File: src/pkg/tfc_pkg.sv
// trace capture package: register offsets, field positions, reset values,
// run states and entry layout shared by the trace capture design files
// assumes a 32-bit apb slave with byte addresses and a 17-bit core address
package tfc_pkg;
  // ********************************************
  // geometry
  // ********************************************
  localparam int TFC_ADDR_W = 17; // core address width
  localparam int TFC_ENTRY_W = 18; // paged flag plus address
  localparam int TFC_DEPTH = 8; // trace buffer depth
  localparam int TFC_CNT_W = 4; // valid entry count width
  localparam int TFC_PADDR_W = 8; // apb address width
  localparam logic [16:0] TFC_BR_BACK = 17'h00002; // branch source offset

  // ********************************************
  // register byte offsets
  // ********************************************
  localparam logic [7:0] TFC_OFS_CA_EXT = 8'h00;
  localparam logic [7:0] TFC_OFS_CA_HIGH = 8'h04;
  localparam logic [7:0] TFC_OFS_CA_LOW = 8'h08;
  localparam logic [7:0] TFC_OFS_TR_EXT = 8'h0C;
  localparam logic [7:0] TFC_OFS_TR_HIGH = 8'h10;
  localparam logic [7:0] TFC_OFS_TR_LOW = 8'h14;
  localparam logic [7:0] TFC_OFS_CTRL = 8'h18;
  localparam logic [7:0] TFC_OFS_TRIG = 8'h1C;
  localparam logic [7:0] TFC_OFS_STAT = 8'h20;
  localparam logic [7:0] TFC_OFS_CNT = 8'h24;

  // ********************************************
  // field positions
  // ********************************************
  localparam int TFC_CTRL_EN = 7; // module_enable
  localparam int TFC_CTRL_ARM = 6; // arm control
  localparam int TFC_CTRL_TAG = 5; // tag-type breakpoint
  localparam int TFC_CTRL_BRK = 4; // breakpoint_enable
  localparam int TFC_TRIG_SEL = 7; // opcode_qualify_select
  localparam int TFC_TRIG_BEGIN = 6; // begin-trigger type
  localparam int TFC_STAT_AF = 7; // comp_a_match_flag
  localparam int TFC_STAT_BF = 6; // comp_b_match_flag
  localparam int TFC_STAT_CF = 5; // third_status_flag
  localparam int TFC_STAT_TRACE_ACTIVE_FLAG = 0; // trace_active_flag

  // ********************************************
  // reset values and mode codes
  // ********************************************
  localparam logic [7:0] TFC_CTRL_RST = 8'hC0;
  localparam logic [7:0] TFC_TRIG_RST = 8'h40;
  localparam logic [7:0] TFC_CA_EXT_RST = 8'h00;
  localparam logic [7:0] TFC_CA_HIGH_RST = 8'hFF;
  localparam logic [7:0] TFC_CA_LOW_RST = 8'hFE;
  localparam logic [3:0] TFC_MODE_EVT_B = 4'h3;
  localparam logic [3:0] TFC_MODE_A_EVT_B = 4'h4;

  // run states of the trace controller
  typedef enum logic [1:0] {
    TFC_RUN_IDLE = 2'b00, // not armed
    TFC_RUN_WAIT = 2'b01, // begin run, waiting for trigger
    TFC_RUN_FILL = 2'b10, // begin run, capturing
    TFC_RUN_END = 2'b11 // end run, capturing until trigger
  } tfc_run_t;
endpackage

File: src/hdl/tfc_cof_addr.sv
// change-of-flow address former for the trace capture block
// assumes core address, paged flag and flow indicators valid every clock
`timescale 1ns/1ps
module tfc_cof_addr
  import tfc_pkg::*;
(
  input wire logic pclk,
  input wire logic presetn,
  input wire logic [tfc_pkg::TFC_ADDR_W-1:0] core_addr,
  input wire logic core_paged,
  input wire logic [1:0] core_cof,
  output logic cof_valid,
  output logic [tfc_pkg::TFC_ENTRY_W-1:0] cof_entry
);
  import tfc_pkg::*;

  // previous-cycle address, kept for taken branches
  typedef struct packed {
    logic [TFC_ADDR_W-1:0] prev_addr;
    logic prev_paged;
  } tfc_cof_st_t;

  tfc_cof_st_t st_reg; // registered state
  tfc_cof_st_t st_next; // next state

  // ********************************************
  // entry selection
  // ********************************************
  // destination flag wins when both indicators rise together
  always_comb begin
    st_next = st_reg;
    st_next.prev_addr = core_addr;
    st_next.prev_paged = core_paged;
    cof_valid = |core_cof;
    if (core_cof[1]) begin
      cof_entry = {core_paged, core_addr};
    end else begin
      cof_entry = {st_reg.prev_paged, st_reg.prev_addr - TFC_BR_BACK};
    end
  end

  // state register
  always_ff @(posedge pclk or negedge presetn) begin
    if (!presetn) begin
      st_reg <= '0;
    end else begin
      st_reg <= st_next;
    end
  end
endmodule

File: src/hdl/tfc_fifo.sv
// eight-word trace store: circular buffer with a saturating count
// assumes push, pop and clear are single-cycle strobes from the controller
`timescale 1ns/1ps
module tfc_fifo
  import tfc_pkg::*;
#(
  parameter int WIDTH = tfc_pkg::TFC_ENTRY_W,
  parameter int DEPTH = tfc_pkg::TFC_DEPTH
) (
  input wire logic pclk,
  input wire logic presetn,
  input wire logic clear,
  input wire logic push,
  input wire logic [WIDTH-1:0] din,
  input wire logic pop,
  output logic [WIDTH-1:0] dout,
  output logic [$clog2(DEPTH):0] count
);
  import tfc_pkg::*;
  localparam int PW = $clog2(DEPTH);

  // storage, pointers and count in one record
  typedef struct packed {
    logic [DEPTH-1:0][WIDTH-1:0] mem;
    logic [PW-1:0] wr;
    logic [PW-1:0] rd;
    logic [PW:0] cnt;
  } tfc_fifo_st_t;

  tfc_fifo_st_t st_reg; // registered state
  tfc_fifo_st_t st_next; // next state
  logic full; // all words hold data

  // ********************************************
  // pointer and count update
  // ********************************************
  // a push when full drops the oldest word; pops never lower the count
  always_comb begin
    st_next = st_reg;
    full = (st_reg.cnt == (PW + 1)'(DEPTH));
    if (clear) begin
      st_next.wr = '0;
      st_next.rd = '0;
      st_next.cnt = '0;
    end else begin
      if (push) begin
        st_next.mem[st_reg.wr] = din;
        st_next.wr = st_reg.wr + 1'b1;
        if (!full) begin
          st_next.cnt = st_reg.cnt + 1'b1;
        end
      end
      // oldest slot advances on a read or on overwrite
      // a read that also overwrites when full still moves one slot only
      st_next.rd = st_reg.rd + PW'(pop | (push & full));
    end
  end

  assign dout = st_reg.mem[st_reg.rd];
  assign count = st_reg.cnt;

  // state register
  always_ff @(posedge pclk or negedge presetn) begin
    if (!presetn) begin
      st_reg <= '0;
    end else begin
      st_reg <= st_next;
    end
  end
endmodule

File: src/hdl/tfc_trace_capture.sv
// trace capture controller of the on-chip debug unit, with apb registers
// assumes core flow indicators, comparator hits and trigger strobes arrive
// synchronous to pclk; sys_reset is a synchronous chip reset pulse
// Behaviour
// - trace buffer is eight-entry first-in-first-out
// - store flow addresses, event modes store data
// - event entries read zero high and extension
// - indirect jump, return, vector stores current address
// - taken branch stores previous address minus two
// - begin run stores from the trigger cycle until eight
// - end run captures until trigger, then disarms
// - end trigger on flow address is stored
// - low-byte read advances buffer, count stays only when full
// - count field shows captured valid entries
// - armed read returns oldest without shifting
// - idle low-byte read stores current address
// - each flow address store keeps 17-bit address and page
// - opcode trigger suppressed by coincident interrupt
// - fetch end trigger disarms, breaks despite interrupt
// - fetch begin trigger with interrupt keeps capturing
// - the unit never causes a chip reset
// - reset while enabled with begin bit clear clears arm, break only
// - other resets load comparator a reset vector
// - arming clears the three match flags
`timescale 1ns/1ps
module tfc_trace_capture
  import tfc_pkg::*;
(
  input wire logic pclk,
  input wire logic presetn,
  input wire logic psel,
  input wire logic penable,
  input wire logic pwrite,
  input wire logic [tfc_pkg::TFC_PADDR_W-1:0] paddr,
  input wire logic [31:0] pwdata,
  output logic [31:0] prdata,
  output logic pready,
  output logic pslverr,
  input wire logic sys_reset,
  input wire logic [tfc_pkg::TFC_ADDR_W-1:0] core_addr,
  input wire logic core_paged,
  input wire logic [1:0] core_cof,
  input wire logic [7:0] core_data,
  input wire logic irq_pending,
  input wire logic a_hit,
  input wire logic b_hit,
  input wire logic trig_fetch,
  input wire logic trig_opcode,
  output logic [7:0] comp_a_ext,
  output logic [7:0] comp_a_high,
  output logic [7:0] comp_a_low,
  output logic [3:0] trig_mode,
  output logic tag_select,
  output logic trace_active_flag,
  output logic breakpoint_req
);
  import tfc_pkg::*;

  // ********************************************
  // state record
  // ********************************************
  typedef struct packed {
    logic [7:0] ca_ext; // comparator a extension byte
    logic [7:0] ca_high; // comparator a high byte
    logic [7:0] ca_low; // comparator a low byte
    logic [7:0] ctrl; // debug_control_reg
    logic [7:0] trig; // trigger_control_reg
    logic af; // comp_a_match_flag
    logic bf; // comp_b_match_flag
    logic cf; // third_status_flag
    tfc_run_t run; // run state, armed when not idle
    logic [31:0] prdata; // read data held for the bus
    logic pready; // access completes this cycle
    logic pslverr; // unmapped address answer
    logic brk; // one-cycle breakpoint request
  } tfc_st_t;

  tfc_st_t st_reg; // registered state
  tfc_st_t st_next; // next state

  // ********************************************
  // buffer and flow address helpers
  // ********************************************
  logic cof_valid; // core reports a change of flow
  logic [TFC_ENTRY_W-1:0] cof_entry; // address to store for it
  logic fifo_clear; // empty the buffer on arming
  logic fifo_push; // store one entry
  logic [TFC_ENTRY_W-1:0] fifo_din; // entry being stored
  logic fifo_pop; // advance past the oldest entry
  logic [TFC_ENTRY_W-1:0] fifo_dout; // oldest entry
  logic [TFC_CNT_W-1:0] fifo_count; // valid entries

  tfc_cof_addr u_cof (
    .pclk(pclk),
    .presetn(presetn),
    .core_addr(core_addr),
    .core_paged(core_paged),
    .core_cof(core_cof),
    .cof_valid(cof_valid),
    .cof_entry(cof_entry)
  );

  tfc_fifo #(
    .WIDTH(TFC_ENTRY_W),
    .DEPTH(TFC_DEPTH)
  ) u_fifo (
    .pclk(pclk),
    .presetn(presetn),
    .clear(fifo_clear),
    .push(fifo_push),
    .din(fifo_din),
    .pop(fifo_pop),
    .dout(fifo_dout),
    .count(fifo_count)
  );

  // ********************************************
  // decoded terms
  // ********************************************
  logic access; // apb access phase
  logic done; // access ends at this edge
  logic enabled; // module_enable
  logic armed; // trace_active_flag value
  logic event_mode; // event-only trigger mode
  logic begin_type; // begin-trigger run
  logic trigger; // qualified trigger this cycle
  logic evt_store; // event data to store
  logic [7:0] rd_byte; // selected register byte
  logic rd_hit; // address decodes to a register

  // ********************************************
  // next-state logic
  // ********************************************
  always_comb begin
    st_next = st_reg;
    st_next.brk = 1'b0;
    fifo_clear = 1'b0;
    fifo_push = 1'b0;
    fifo_din = cof_entry;
    fifo_pop = 1'b0;
    access = psel & penable;
    done = access & st_reg.pready;
    // one wait state: ready rises on the second access cycle
    st_next.pready = access & ~st_reg.pready;
    enabled = st_reg.ctrl[TFC_CTRL_EN];
    armed = (st_reg.run != TFC_RUN_IDLE);
    event_mode = (st_reg.trig[3:0] == TFC_MODE_EVT_B) ||
                 (st_reg.trig[3:0] == TFC_MODE_A_EVT_B);
    // event modes always run as begin type whatever the begin bit says
    begin_type = st_reg.trig[TFC_TRIG_BEGIN] | event_mode;
    // opcode-qualified hits lose to a pending interrupt; fetch hits do not
    if (st_reg.trig[TFC_TRIG_SEL]) begin
      trigger = trig_opcode & ~irq_pending;
    end else begin
      trigger = trig_fetch;
    end
    evt_store = event_mode & b_hit;

    // register read mux, sampled one cycle before ready
    rd_hit = 1'b1;
    case (paddr)
      TFC_OFS_CA_EXT: rd_byte = st_reg.ca_ext;
      TFC_OFS_CA_HIGH: rd_byte = st_reg.ca_high;
      TFC_OFS_CA_LOW: rd_byte = st_reg.ca_low;
      // event entries hold zero above the data byte
      TFC_OFS_TR_EXT: rd_byte = {fifo_dout[17], 6'h00, fifo_dout[16]};
      TFC_OFS_TR_HIGH: rd_byte = fifo_dout[15:8];
      TFC_OFS_TR_LOW: rd_byte = fifo_dout[7:0];
      TFC_OFS_CTRL: rd_byte = st_reg.ctrl;
      TFC_OFS_TRIG: rd_byte = st_reg.trig;
      TFC_OFS_STAT: begin
        rd_byte = {st_reg.af, st_reg.bf, st_reg.cf, 4'h0, armed};
      end
      TFC_OFS_CNT: rd_byte = {4'h0, fifo_count};
      default: begin
        rd_byte = 8'h00;
        rd_hit = 1'b0;
      end
    endcase
    // error answer stands only in the completing cycle
    st_next.pslverr = 1'b0;
    if (access & ~st_reg.pready) begin
      st_next.prdata = {24'h000000, rd_byte};
      st_next.pslverr = ~rd_hit;
    end

    // register writes land at the completing edge
    if (done & pwrite) begin
      case (paddr)
        TFC_OFS_CA_EXT: st_next.ca_ext = pwdata[7:0];
        TFC_OFS_CA_HIGH: st_next.ca_high = pwdata[7:0];
        TFC_OFS_CA_LOW: st_next.ca_low = pwdata[7:0];
        TFC_OFS_CTRL: st_next.ctrl = pwdata[7:0];
        TFC_OFS_TRIG: st_next.trig = pwdata[7:0];
        // buffer, status and count are read only
        default: st_next.ctrl = st_next.ctrl;
      endcase
    end

    // low-byte reads: armed reads never shift, idle reads sample
    if (done & ~pwrite & (paddr == TFC_OFS_TR_LOW) & ~armed) begin
      fifo_pop = 1'b1;
      fifo_push = 1'b1;
      fifo_din = {core_paged, core_addr};
    end

    // comparator flags set only while a run is armed
    if (armed & a_hit) begin
      st_next.af = 1'b1;
    end
    if (armed & b_hit) begin
      st_next.bf = 1'b1;
    end

    // ********************************************
    // run sequencing
    // ********************************************
    case (st_reg.run)
      TFC_RUN_IDLE: begin
        // arming empties the buffer and clears the match flags
        if (enabled & st_reg.ctrl[TFC_CTRL_ARM]) begin
          fifo_clear = 1'b1;
          fifo_push = 1'b0;
          fifo_pop = 1'b0;
          st_next.af = 1'b0;
          st_next.bf = 1'b0;
          st_next.cf = 1'b0;
          st_next.run = begin_type ? TFC_RUN_WAIT : TFC_RUN_END;
        end
      end
      TFC_RUN_WAIT: begin
        // nothing stored until the trigger; the trigger cycle counts
        if (trigger) begin
          st_next.cf = 1'b1;
          st_next.run = TFC_RUN_FILL;
          if (event_mode) begin
            fifo_push = evt_store;
            fifo_din = {10'h000, core_data};
          end else begin
            fifo_push = cof_valid;
          end
        end
      end
      TFC_RUN_FILL: begin
        if (event_mode) begin
          fifo_push = evt_store;
          fifo_din = {10'h000, core_data};
        end else begin
          fifo_push = cof_valid;
        end
        // the eighth store ends the run and may request a break
        if (fifo_push & (fifo_count == TFC_CNT_W'(TFC_DEPTH - 1))) begin
          st_next.run = TFC_RUN_IDLE;
          st_next.ctrl[TFC_CTRL_ARM] = 1'b0;
          st_next.brk = st_reg.ctrl[TFC_CTRL_BRK];
        end
      end
      TFC_RUN_END: begin
        // capture continuously; the oldest word falls out when full
        fifo_push = cof_valid;
        if (trigger) begin
          st_next.cf = 1'b1;
          st_next.run = TFC_RUN_IDLE;
          st_next.ctrl[TFC_CTRL_ARM] = 1'b0;
          // halt request even when an interrupt is pending
          st_next.brk = st_reg.ctrl[TFC_CTRL_BRK];
        end
      end
      default: st_next.run = TFC_RUN_IDLE;
    endcase

    // disarm when software drops arm or enable
    if (armed & (~enabled | ~st_reg.ctrl[TFC_CTRL_ARM])) begin
      st_next.run = TFC_RUN_IDLE;
    end

    // ********************************************
    // chip reset handling
    // ********************************************
    // this block only reacts to resets; it has no reset output
    if (sys_reset) begin
      if (enabled & ~st_reg.trig[TFC_TRIG_BEGIN]) begin
        // enabled with begin bit clear, armed or not: keep results for the host
        st_next.ctrl[TFC_CTRL_ARM] = 1'b0;
        st_next.ctrl[TFC_CTRL_BRK] = 1'b0;
        st_next.run = TFC_RUN_IDLE;
      end else begin
        st_next.ca_ext = TFC_CA_EXT_RST;
        st_next.ca_high = TFC_CA_HIGH_RST;
        st_next.ca_low = TFC_CA_LOW_RST;
        st_next.ctrl = TFC_CTRL_RST;
        st_next.trig = TFC_TRIG_RST;
        st_next.af = 1'b0;
        st_next.bf = 1'b0;
        st_next.cf = 1'b0;
        st_next.run = TFC_RUN_IDLE;
      end
      st_next.brk = 1'b0;
      fifo_push = 1'b0;
      fifo_pop = 1'b0;
    end
  end

  // ********************************************
  // state register
  // ********************************************
  // power-on loads the default begin run aimed at the reset vector fetch
  always_ff @(posedge pclk or negedge presetn) begin
    if (!presetn) begin
      st_reg.ca_ext <= TFC_CA_EXT_RST;
      st_reg.ca_high <= TFC_CA_HIGH_RST;
      st_reg.ca_low <= TFC_CA_LOW_RST;
      st_reg.ctrl <= TFC_CTRL_RST;
      st_reg.trig <= TFC_TRIG_RST;
      st_reg.af <= 1'b0;
      st_reg.bf <= 1'b0;
      st_reg.cf <= 1'b0;
      st_reg.run <= TFC_RUN_IDLE;
      st_reg.prdata <= 32'h00000000;
      st_reg.pready <= 1'b0;
      st_reg.pslverr <= 1'b0;
      st_reg.brk <= 1'b0;
    end else begin
      st_reg <= st_next;
    end
  end

  // ********************************************
  // outputs straight from flip-flops, trace_active_flag decoded from the run state
  // ********************************************
  assign prdata = st_reg.prdata;
  assign pready = st_reg.pready;
  assign pslverr = st_reg.pslverr;
  assign comp_a_ext = st_reg.ca_ext;
  assign comp_a_high = st_reg.ca_high;
  assign comp_a_low = st_reg.ca_low;
  assign trig_mode = st_reg.trig[3:0];
  assign tag_select = st_reg.ctrl[TFC_CTRL_TAG];
  assign trace_active_flag = (st_reg.run != TFC_RUN_IDLE);
  assign breakpoint_req = st_reg.brk;
endmodule

File: config.mk
export PLATFORM = sky130hd
export DESIGN_NAME = tfc_trace_capture
export DESIGN_NICKNAME = d
export VERILOG_FILES = /design/src/pkg/tfc_pkg.sv /design/src/hdl/tfc_cof_addr.sv /design/src/hdl/tfc_fifo.sv /design/src/hdl/tfc_trace_capture.sv
export SDC_FILE = /design/constraint.sdc
export NUM_CORES = 1
export LEC_CHECK = 0
export BUFFER_PORTS_ARGS = -buffer_cell sky130_fd_sc_hd__buf_2
export CORE_UTILIZATION = 50
export DETAILED_ROUTE_END_ITERATION = 10
export PLACE_DENSITY = 0.7
export SLEW_MARGIN = 15
export SYNTH_ARGS = -nofsm -noshare
export SYNTH_HDL_FRONTEND = slang
export SYNTH_HIERARCHICAL = 1
export SYNTH_SLANG_ARGS = --single-unit
File: constraint.sdc
create_clock -name pclk -period 5.4 [get_ports pclk]
set_clock_uncertainty 0.2 [all_clocks]
set_input_delay 1.35 -clock pclk [delete_from_list [all_inputs] [get_ports pclk]]
set_output_delay 1.35 -clock pclk [all_outputs]
set_load 0.005 [all_outputs]
==> reports/qor.csv, run 1 <==
metric,value,unit
RSZ-0062 raised after global routing,false,
CTS Sinks,228,
Placement Cell Area,12500,um2
largest net degree at the start of global routing,112,
routing usage on met3,0.0358,
Synth area leader,dfrtp_1,
mapped cell area,12000,um2
layout cells sized above 1,0.387,
max reg flops,150,
syn_area_per_cell,12.3,um2
flop and latch count out of synthesis,228,
synth warn,6,
final wirelength,27.9,mm
ant diodes,0,
Total GRT Usage,0.233,
CP Max Fanout,37,
"EDFF count, synth",0,
"Hold Vio Cnt, Final",0,
Mapped Cells,978,
CTS Buf Count,24,
met2 Resource Use GR,0.378,
H-Tree Depth,1,
die footprint,24600,um2
post-CTS resize count,0,
initial antenna violation count,0,
max_cap viols,0,
"top cells by area, synth","dfrtp_1 44%, mux2_2 16%, mux4_2 7.7%, mux2i_1 5.6%, buf_4 4.6%",
Slew headroom,0.200,
vias in the first global route,7775,
crit path DAT,4.40,ns
global placement routability congestion,0.889,
Setup Viol. Count Final,0,
maximum VDD drop,218,uV
Setup crit end kind,register,
"antenna viol nets, final",0,
Starting Density,0.510,
clock root buffer,clkbuf_16,
CTS max path bufs,3,
sequential share of the synthesized area,0.477,
met1 GRT Util,0.325,
Max Fclk,238,MHz
postcts setup bufs,0,
status,"finished, final reports clean",
prevailing post-synth register cell,dfrtp_1,
leakage power,6.13,nW
Critical Path RT,5.60,ns
total gr overflow,0,
final slew viol count,0,
chip height,157,um
pwr dens,298,nW/um2
setup tns final,0,ns
Layout Nets,1120,
Core Region,23500,um2
row count,56,
gr busiest metal,met2,
count of input and output buffers,95,
Worst Tran Pin Value,1.19,ns
hold_buf cts,0,
CP startpoint kind,primary input,
worst setup path class,primary input to register,
design area,13300,um2
most frequent cells in the layout,"209 x dfrtp_1, 168 x mux2_2, 94 x buf_2",
ratio of final minimum period to clock period,0.778,
CTS tree,done,
area delta synth->final,10.6,%
clock-pin slew on the worst setup and hold paths,0.06,ns
Unique masters post-synth,67,
Routed wire per std cell,20.4,um
via count,7844,
reg2reg setup slack,1.90,ns
drt pass-1 iters,5,
Min Hold Slack,0.272,ns
"FFs w/ async S/R, synth",1.00,
top cell type's share of synthesized area,0.437,
drt drc,0,
first-pass GRT wire length,43.8,mm
via-per-instance ratio,5.75,
clk_lat worst skew,0.52,ns
min Tclk post-route,4.20,ns
Die W,157,um
Hold Path Class,register to register,
num ports,144,
dpl hpwl,18.6,mm
1st-iter DRT viols,431,
"commonest non-fill, non-tap cell in the layout",dfrtp_1,
-- cells by family (layout without fill, tap and decap cells) --
family | after synthesis | after routing | synth area share
flip-flops | 228 | 228 | 0.477
multiplexers | 276 | 276 | 0.290
XOR/XNOR | 15 | 15 | 0.0109
adder cells (fa/ha/maj) | 11 | 11 | 0.0115
AO/OA/AOI/OAI | 93 | 93 | 0.0482
AND/OR/NAND/NOR | 227 | 227 | 0.0961
buffers and inverters | 127 | 172 | 0.0659
other | 1 | 24 | 0.000312
-- report_power, final --
part,total [W],switching (W),internal [W]
clock,0.00171,0.000669,0.00104
combinational,0.000451,0.000264,0.000187
sequential,0.00180,0.0000330,0.00177
-- critical path: stages --
cell and delay, ns:
buf_2 0.46, or2_2 0.26, nor2_1 0.05, o21a_1 0.21, nor2_1 0.12, a22oi_1 0.13, o22ai_1 0.36, nor3b_4 0.35
and3_1 0.53, buf_12 0.22, mux2_2 0.35
-- worst paths after layout --
| check | from | endpoint | depth (start not counted) |
|---|---|---|---|
| setup / recovery | core_cof[1] | u_fifo/st_reg[70] | 11 |
| hold / removal | prdata[7] | prdata[7] | 2 |
| setup reg to reg | trig_mode[0] | u_fifo/st_reg[89] | 10 |
| hold reg to reg | prdata[7] | prdata[7] | 2 |
| max in group asynchronous | presetn | u_fifo/st_reg[51] | 2 |
| min in group asynchronous | presetn | u_fifo/st_reg[58] | 1 |
-- per-layer routing --
layer  vias to the layer above  wire, um  share of wire
met5                         -         0              0
met1                      4052     12600           0.45
met2                       212     13400           0.48
li1                       3538         -              -
met4                         0       599          0.021
met3                        42      1320          0.047
-- per-stage QoR --
step                      setup slack, ns   util  instances  total power [W]
after floorplan                      1.23      -       1001          0.00210
after global routing                 1.01  0.564       1365          0.00410
after global placement              0.815  0.529       1323          0.00227
final                                1.20  0.564       1365          0.00396
after detailed placement            0.727  0.529       1323          0.00227
after CTS                            1.26  0.564       1365          0.00399
-- cell type report --
| type | count | area, um2 |
|---|---|---|
| Fill cell | 1972 | 10300 |
| Clock inverter | 3 | 40.0 |
| Timing Repair Buffer | 117 | 688 |
| Inverter | 13 | 48.8 |
| Multi-Input combinational cell | 646 | 5600 |
| Clock buffer | 39 | 788 |
| Sequential cell | 228 | 5730 |
| Tap cell | 319 | 399 |
-- cell usage after synthesis (6+ instances only) --
library cell  instances
xnor2_1               9
clkbuf_1             15
a21oi_1              13
nand3_1               9
a22oi_1               7
o21ai_0              30
nand2_1              73
nor2b_1               8
nor2_1               68
or4_1                 7
mux2_2              168
ha_1                 11
dfstp_2              18
nor3_1                9
buf_2                17
mux2i_1              67
buf_4                74
nor4_1                6
mux4_2               41
o21ai_1               6
dfrtp_1             210
inv_1                13
xor2_1                6
Note: power is estimated with default switching activity, not from simulation.
==> run 2: changes to the inputs <==
clock period = 3.9 ns   (was 5.4 ns; I/O delays follow)
==> run 2 against run 1 <==
Against the previous run:
- critical path depth is the same
- first-iteration DRC count grew 16%
- die area unchanged
- total power grew 45%
- combinational power rose by 41%
- worst setup slack worse by 0.68 ns
- non-clock buffer count is 20 higher
- design area grew 2.1%
- sequential cell count is the same
- critical path type unchanged
- clock-buffer cell count down 6
- largest cell class unchanged
==> reports/qor.csv, run 2 (synthesis results as in run 1) <==
metric,value,unit,change
Slew headroom,0.239,,+0.0386
total gr overflow,0,,unchanged
Total GRT Usage,0.232,,-0.00132
Core Region,23500,um2,unchanged
clock network fraction of design power,0.456,,+0.025
initial antenna violation count,0,,unchanged
Net Sw Power,0.00143,W,+48%
Non-Filler Instances,1391,,+1.9%
1st-iter DRT viols,502,,+16%
Hold Path Class,primary input to asynchronous set/reset pin,,
FILL cells,1931,,-2.1%
final slew viol count,0,,unchanged
post-CTS resize count,0,,unchanged
ratio of final minimum period to clock period,0.867,,
max_cap viols,0,,unchanged
sw frac,0.249,,+0.00433
via count,7871,,+0.34%
part of the power in registers,0.433,,-0.022
most frequent cells in the layout,"209 x dfrtp_1, 168 x mux2_2, 94 x buf_2",,
largest net degree at the start of global routing,85,,-24%
Worst Tran Pin Value,1.13,ns,-0.0573 ns
Routed wire per std cell,20.2,um,-1.3%
first-pass GRT wire length,43.5,mm,-0.53%
Setup crit end kind,register,,
Setup Viol. Count Final,0,,unchanged
status,"finished, final reports clean",,
worst setup path class,primary input to register,,
clock-pin slew on the worst setup and hold paths,0.06,ns,about the same
CTS tree,done,,
row count,56,,unchanged
Combinational Power Share,0.111,,-0.003
CP Max Fanout,7,,-81%
maximum VDD drop,338,uV,+55%
crit path DAT,3.58,ns,-0.82 ns
dpl cells,1343,,+1.5%
area of the multi-input gates,5600,um2,unchanged
flip-flop and latch area,5730,um2,unchanged
postcts setup bufs,0,,unchanged
drt pass-1 iters,5,,unchanged
post-route setup slack,0.519,ns,-0.677 ns
setup tns final,0,ns,unchanged
Layout Nets,1142,,+2.0%
vias in the first global route,7691,,-1.1%
Post-Place Worst Slack,0.0269,ns,-0.700 ns
CTS max path bufs,3,,unchanged
num ports,144,,unchanged
RSZ-0062 raised after global routing,false,,
Die W,157,um,unchanged
CTS Buf Count,26,,+8.3%
leakage power,6.28,nW,+2.5%
via-per-instance ratio,5.66,,-1.5%
"commonest non-fill, non-tap cell in the layout",dfrtp_1,,
H-Tree Depth,1,,unchanged
"antenna viol nets, final",0,,unchanged
chip height,157,um,unchanged
CTS Sinks,228,,unchanged
Critical Path RT,4.10,ns,-1.50 ns
clock root buffer,clkbuf_16,,
Internal Pwr Total,0.00432,W,+44%
ant diodes,0,,unchanged
pwr dens,424,nW/um2,+42%
layout cells sized above 1,0.404,,+0.0167
Starting Density,0.510,,unchanged
clk_lat worst skew,0.54,ns,+0.02 ns
"Hold Vio Cnt, Final",0,,unchanged
global placement routability congestion,0.906,,+1.9%
drt drc,0,,unchanged
max reg flops,150,,unchanged
dpl hpwl,19.3,mm,+4.1%
CP startpoint kind,primary input,,
min Tclk post-route,3.38,ns,
count of input and output buffers,95,,unchanged
area delta synth->final,12.9,%,
die footprint,24600,um2,unchanged
final wirelength,28.1,mm,+0.60%
hold_buf cts,0,,unchanged
Max Fclk,296,MHz,
## run 2: area by class of cell
type                            count  share of cell area
Inverter                           13             0.00360
Timing Repair Buffer              137              0.0627
Multi-Input combinational cell    646               0.413
Tap cell                          319              0.0294
Clock inverter                     15              0.0149
Sequential cell                   228               0.422
Clock buffer                       33              0.0543
## run 2: stage by stage
stage / hold slack [ns] / power, W / instance area (um2) / util
after floorplan: 0.251 / 0.00291 / 12100 / -
after global placement: 0.258 / 0.00315 / 12600 / 0.536
after detailed placement: 0.260 / 0.00316 / 12600 / 0.536
after CTS: 0.247 / 0.00579 / 13600 / 0.576
after global routing: 0.266 / 0.00595 / 13600 / 0.576
final: 0.237 / 0.00575 / 13600 / 0.576
## run 2: final timing paths
check / slack, ns / end / depth (start not counted) / startpoint
setup / recovery: 0.52 / u_fifo/st_reg[121] / 11 / paddr[7]
hold / removal: 0.24 / u_fifo/st_reg[126] / 1 / presetn
setup reg to reg: 0.67 / u_fifo/st_reg[121] / 10 / trig_mode[2]
hold reg to reg: 0.27 / prdata[6] / 1 / prdata[6]
max in group asynchronous: 2.32 / st_reg[54] / 2 / presetn
min in group pclk: 0.27 / prdata[6] / 1 / prdata[6]
## run 2: power by group through the flow
| stage | sequential (W) | clock, W | combinational (W) |
|---|---|---|---|
| CTS | 0.00249 | 0.00266 | 0.000637 |
| global placement | 0.00253 | 0 | 0.000622 |
| global route | 0.00250 | 0.00276 | 0.000689 |
| detailed placement | 0.00253 | 0 | 0.000629 |
| finish | 0.00249 | 0.00262 | 0.000637 |
| floorplan | 0.00252 | 0 | 0.000387 |
## run 2: per-layer routing
layer / track usage / vias to the layer above / part of all wire
met4: 0.0682 / 0 / 0.023
li1: - / 3595 / -
met5: 0 / - / 0
met3: 0.0432 / 35 / 0.052
met1: 0.325 / 4017 / 0.45
met2: 0.367 / 224 / 0.47
## run 2: critical path: stages
cell and delay, ns:
buf_2 0.15, nor2_1 0.15, nand3b_1 0.17, nor2_1 0.19
and4b_1 0.25, nand2_1 0.09, o22ai_1 0.38, nand3b_1 0.28
nor3b_2 0.35, buf_4 0.24, mux2_2 0.35
==> run 3: changes to the inputs <==
PLACE_DENSITY = 0.73   (was 0.7)
RECOVER_POWER = 25   (was not set)
clock period = 2.9 ns   (was 3.9 ns; I/O delays follow)
==> run 3 against run 2 <==
Against the previous run:
- global-route usage is 1.0 points higher
- clock-buffer cell count rose by 1
- die area unchanged
- core utilization rose by 3.8 points
- worst setup slack got worse by 0.45 ns
- sequential power increased by 35%
- sequential share of layout area decreased by 2.6 points
- via count up 3.6%
- combinational power increased by 47%
- cell count grew 4.5%
- sequential cell count did not move
- worst hold slack got worse by 0.084 ns
- largest cell class is now multi-input gates
==> reports/qor.csv, run 3 (synthesis results as in run 1) <==
metric,value,unit,change
status,"finished, final reports clean",,
Post-Place Worst Slack,-0.510,ns,-0.537 ns
met1 GRT Util,0.342,,+0.0170
dpl hpwl,19.8,mm,+2.6%
Critical Path RT,3.09,ns,-1.01 ns
Die W,157,um,unchanged
leakage power,6.68,nW,+6.3%
pwr dens,548,nW/um2,+29%
drt drc,0,,unchanged
Hold Path Class,primary input to register,,
final slew viol count,0,,unchanged
row count,56,,unchanged
1st-iter DRT viols,496,,-1.2%
maximum VDD drop,470,uV,+39%
via-per-instance ratio,5.61,,-0.84%
routing usage on met3,0.0388,,-0.00441
gr busiest metal,met2,,
Setup crit end kind,register,,
"commonest non-fill, non-tap cell in the layout",dfrtp_1,,
total gr overflow,0,,unchanged
initial antenna violation count,0,,unchanged
largest net degree at the start of global routing,64,,-25%
reg2reg setup slack,0.09,ns,-0.58 ns
crit path DAT,3.02,ns,-0.56 ns
global placement routability congestion,0.946,,+4.5%
met2 Resource Use GR,0.384,,+0.0176
clock root buffer,clkbuf_16,,
first-pass GRT wire length,46.0,mm,+5.7%
Max Fclk,353,MHz,
Worst Tran Pin Value,1.38,ns,+0.251 ns
worst setup path class,primary input to register,,
vias in the first global route,8288,,+7.8%
H-Tree Depth,1,,unchanged
"Hold Vio Cnt, Final",0,,unchanged
drt pass-1 iters,5,,unchanged
chip height,157,um,unchanged
setup tns final,0,ns,unchanged
min Tclk post-route,2.83,ns,
CTS Sinks,228,,unchanged
count of input and output buffers,95,,unchanged
max_cap viols,0,,unchanged
CP Max Fanout,6,,-1
post-route setup slack,0.0675,ns,-0.452 ns
dpl cells,1402,,+4.4%
Non-Filler Instances,1453,,+4.5%
Total GRT Usage,0.242,,+0.0104
max reg flops,150,,unchanged
CP startpoint kind,primary input,,
final wirelength,28.7,mm,+2.3%
Core Region,23500,um2,unchanged
Setup Viol. Count Final,0,,unchanged
via count,8153,,+3.6%
"antenna viol nets, final",0,,unchanged
Final Util,0.614,,+0.0378
CTS tree,done,,
ratio of final minimum period to clock period,0.977,,
layout cells sized above 1,0.431,,+0.0273
CTS Buf Count,25,,-3.8%
CTS max path bufs,3,,unchanged
Layout Nets,1206,,+5.6%
area delta synth->final,20.3,%,
die footprint,24600,um2,unchanged
num ports,144,,unchanged
ant diodes,0,,unchanged
Min Hold Slack,0.153,ns,-0.0842 ns
Routed wire per std cell,19.8,um,-2.0%
Slew headroom,0.0797,,-0.159
clock-pin slew on the worst setup and hold paths,0.06,ns,about the same
most frequent cells in the layout,"209 x dfrtp_1, 121 x mux2_2, 87 x buf_4",,
clk_lat worst skew,0.52,ns,-0.02 ns
Starting Density,0.510,,unchanged
-- run 3: cell types whose count changed in the layout (fill, tap and decap cells not counted), moves of 3 or more --
cell | previous run | this run
buf_12 | 4 | 13
buf_2 | 94 | 76
buf_4 | 38 | 87
buf_6 | 0 | 4
clkbuf_1 | 1 | 18
clkbuf_8 | 6 | 9
clkinv_2 | 5 | 2
mux2_2 | 168 | 121
mux2_4 | 0 | 47
nor2_1 | 68 | 65
-- run 3: layer usage --
layer | routed length, um | up-vias
li1 | - | 3716
met1 | 12800 | 4153
met2 | 13600 | 241
met3 | 1470 | 43
met4 | 814 | 0
met5 | 0 | -
-- run 3: path summary, 6_finish.rpt --
path	from	to	cells past startpoint
max in group asynchronous	presetn	u_fifo/st_reg[142]	3
hold reg to reg	prdata[4]	prdata[4]	2
setup reg to reg	st_reg[36]	u_fifo/st_reg[115]	11
setup / recovery	paddr[1]	u_fifo/st_reg[115]	13
min in group asynchronous	presetn	comp_a_ext[6]	2
hold / removal	core_addr[5]	u_cof/st_reg[6]	1
-- run 3: repair_timing --
item,CTS,global route
hold buffers,1,0
setup buffers,1,3
cloned,0,1
pin swaps,2,4
resized for setup,1,15
endpoints found under the setup margin,13,77
hold endpoints to repair,38,0
-- run 3: layout make-up --
type | count | area (um2)
Fill cell | 1796 | 9090
Multi-Input combinational cell | 646 | 5860
Sequential cell | 228 | 5730
Timing Repair Buffer | 202 | 1450
Clock buffer | 34 | 749
Tap cell | 319 | 399
Clock inverter | 11 | 214
Inverter | 13 | 52.6
-- run 3: worst max-delay path: stages --
cell and delay, ns:
buf_2 0.12, nor3_4 0.22, nand2_2 0.09, nor2_2 0.14, and4b_2 0.31, nand2_4 0.07
o22ai_4 0.18, nand3b_1 0.10, buf_4 0.18, nor3b_4 0.26, buf_6 0.17, clkbuf_16 0.16
mux2_4 0.29
-- run 3: stage by stage --
step	total power [W]	area (um2)
2_1_floorplan	0.00392	12400
3_3_place_gp	0.00432	13400
3_5_place_dp	0.00434	13400
6_report	0.00792	14500
4_1_cts	0.00798	14400
5_1_grt	0.00820	14500
-- run 3: where the power goes --
part           total [W]  switching (W)  internal, W
clock            0.00363        0.00129      0.00234
combinational   0.000938       0.000512     0.000426
sequential       0.00335      0.0000620      0.00329
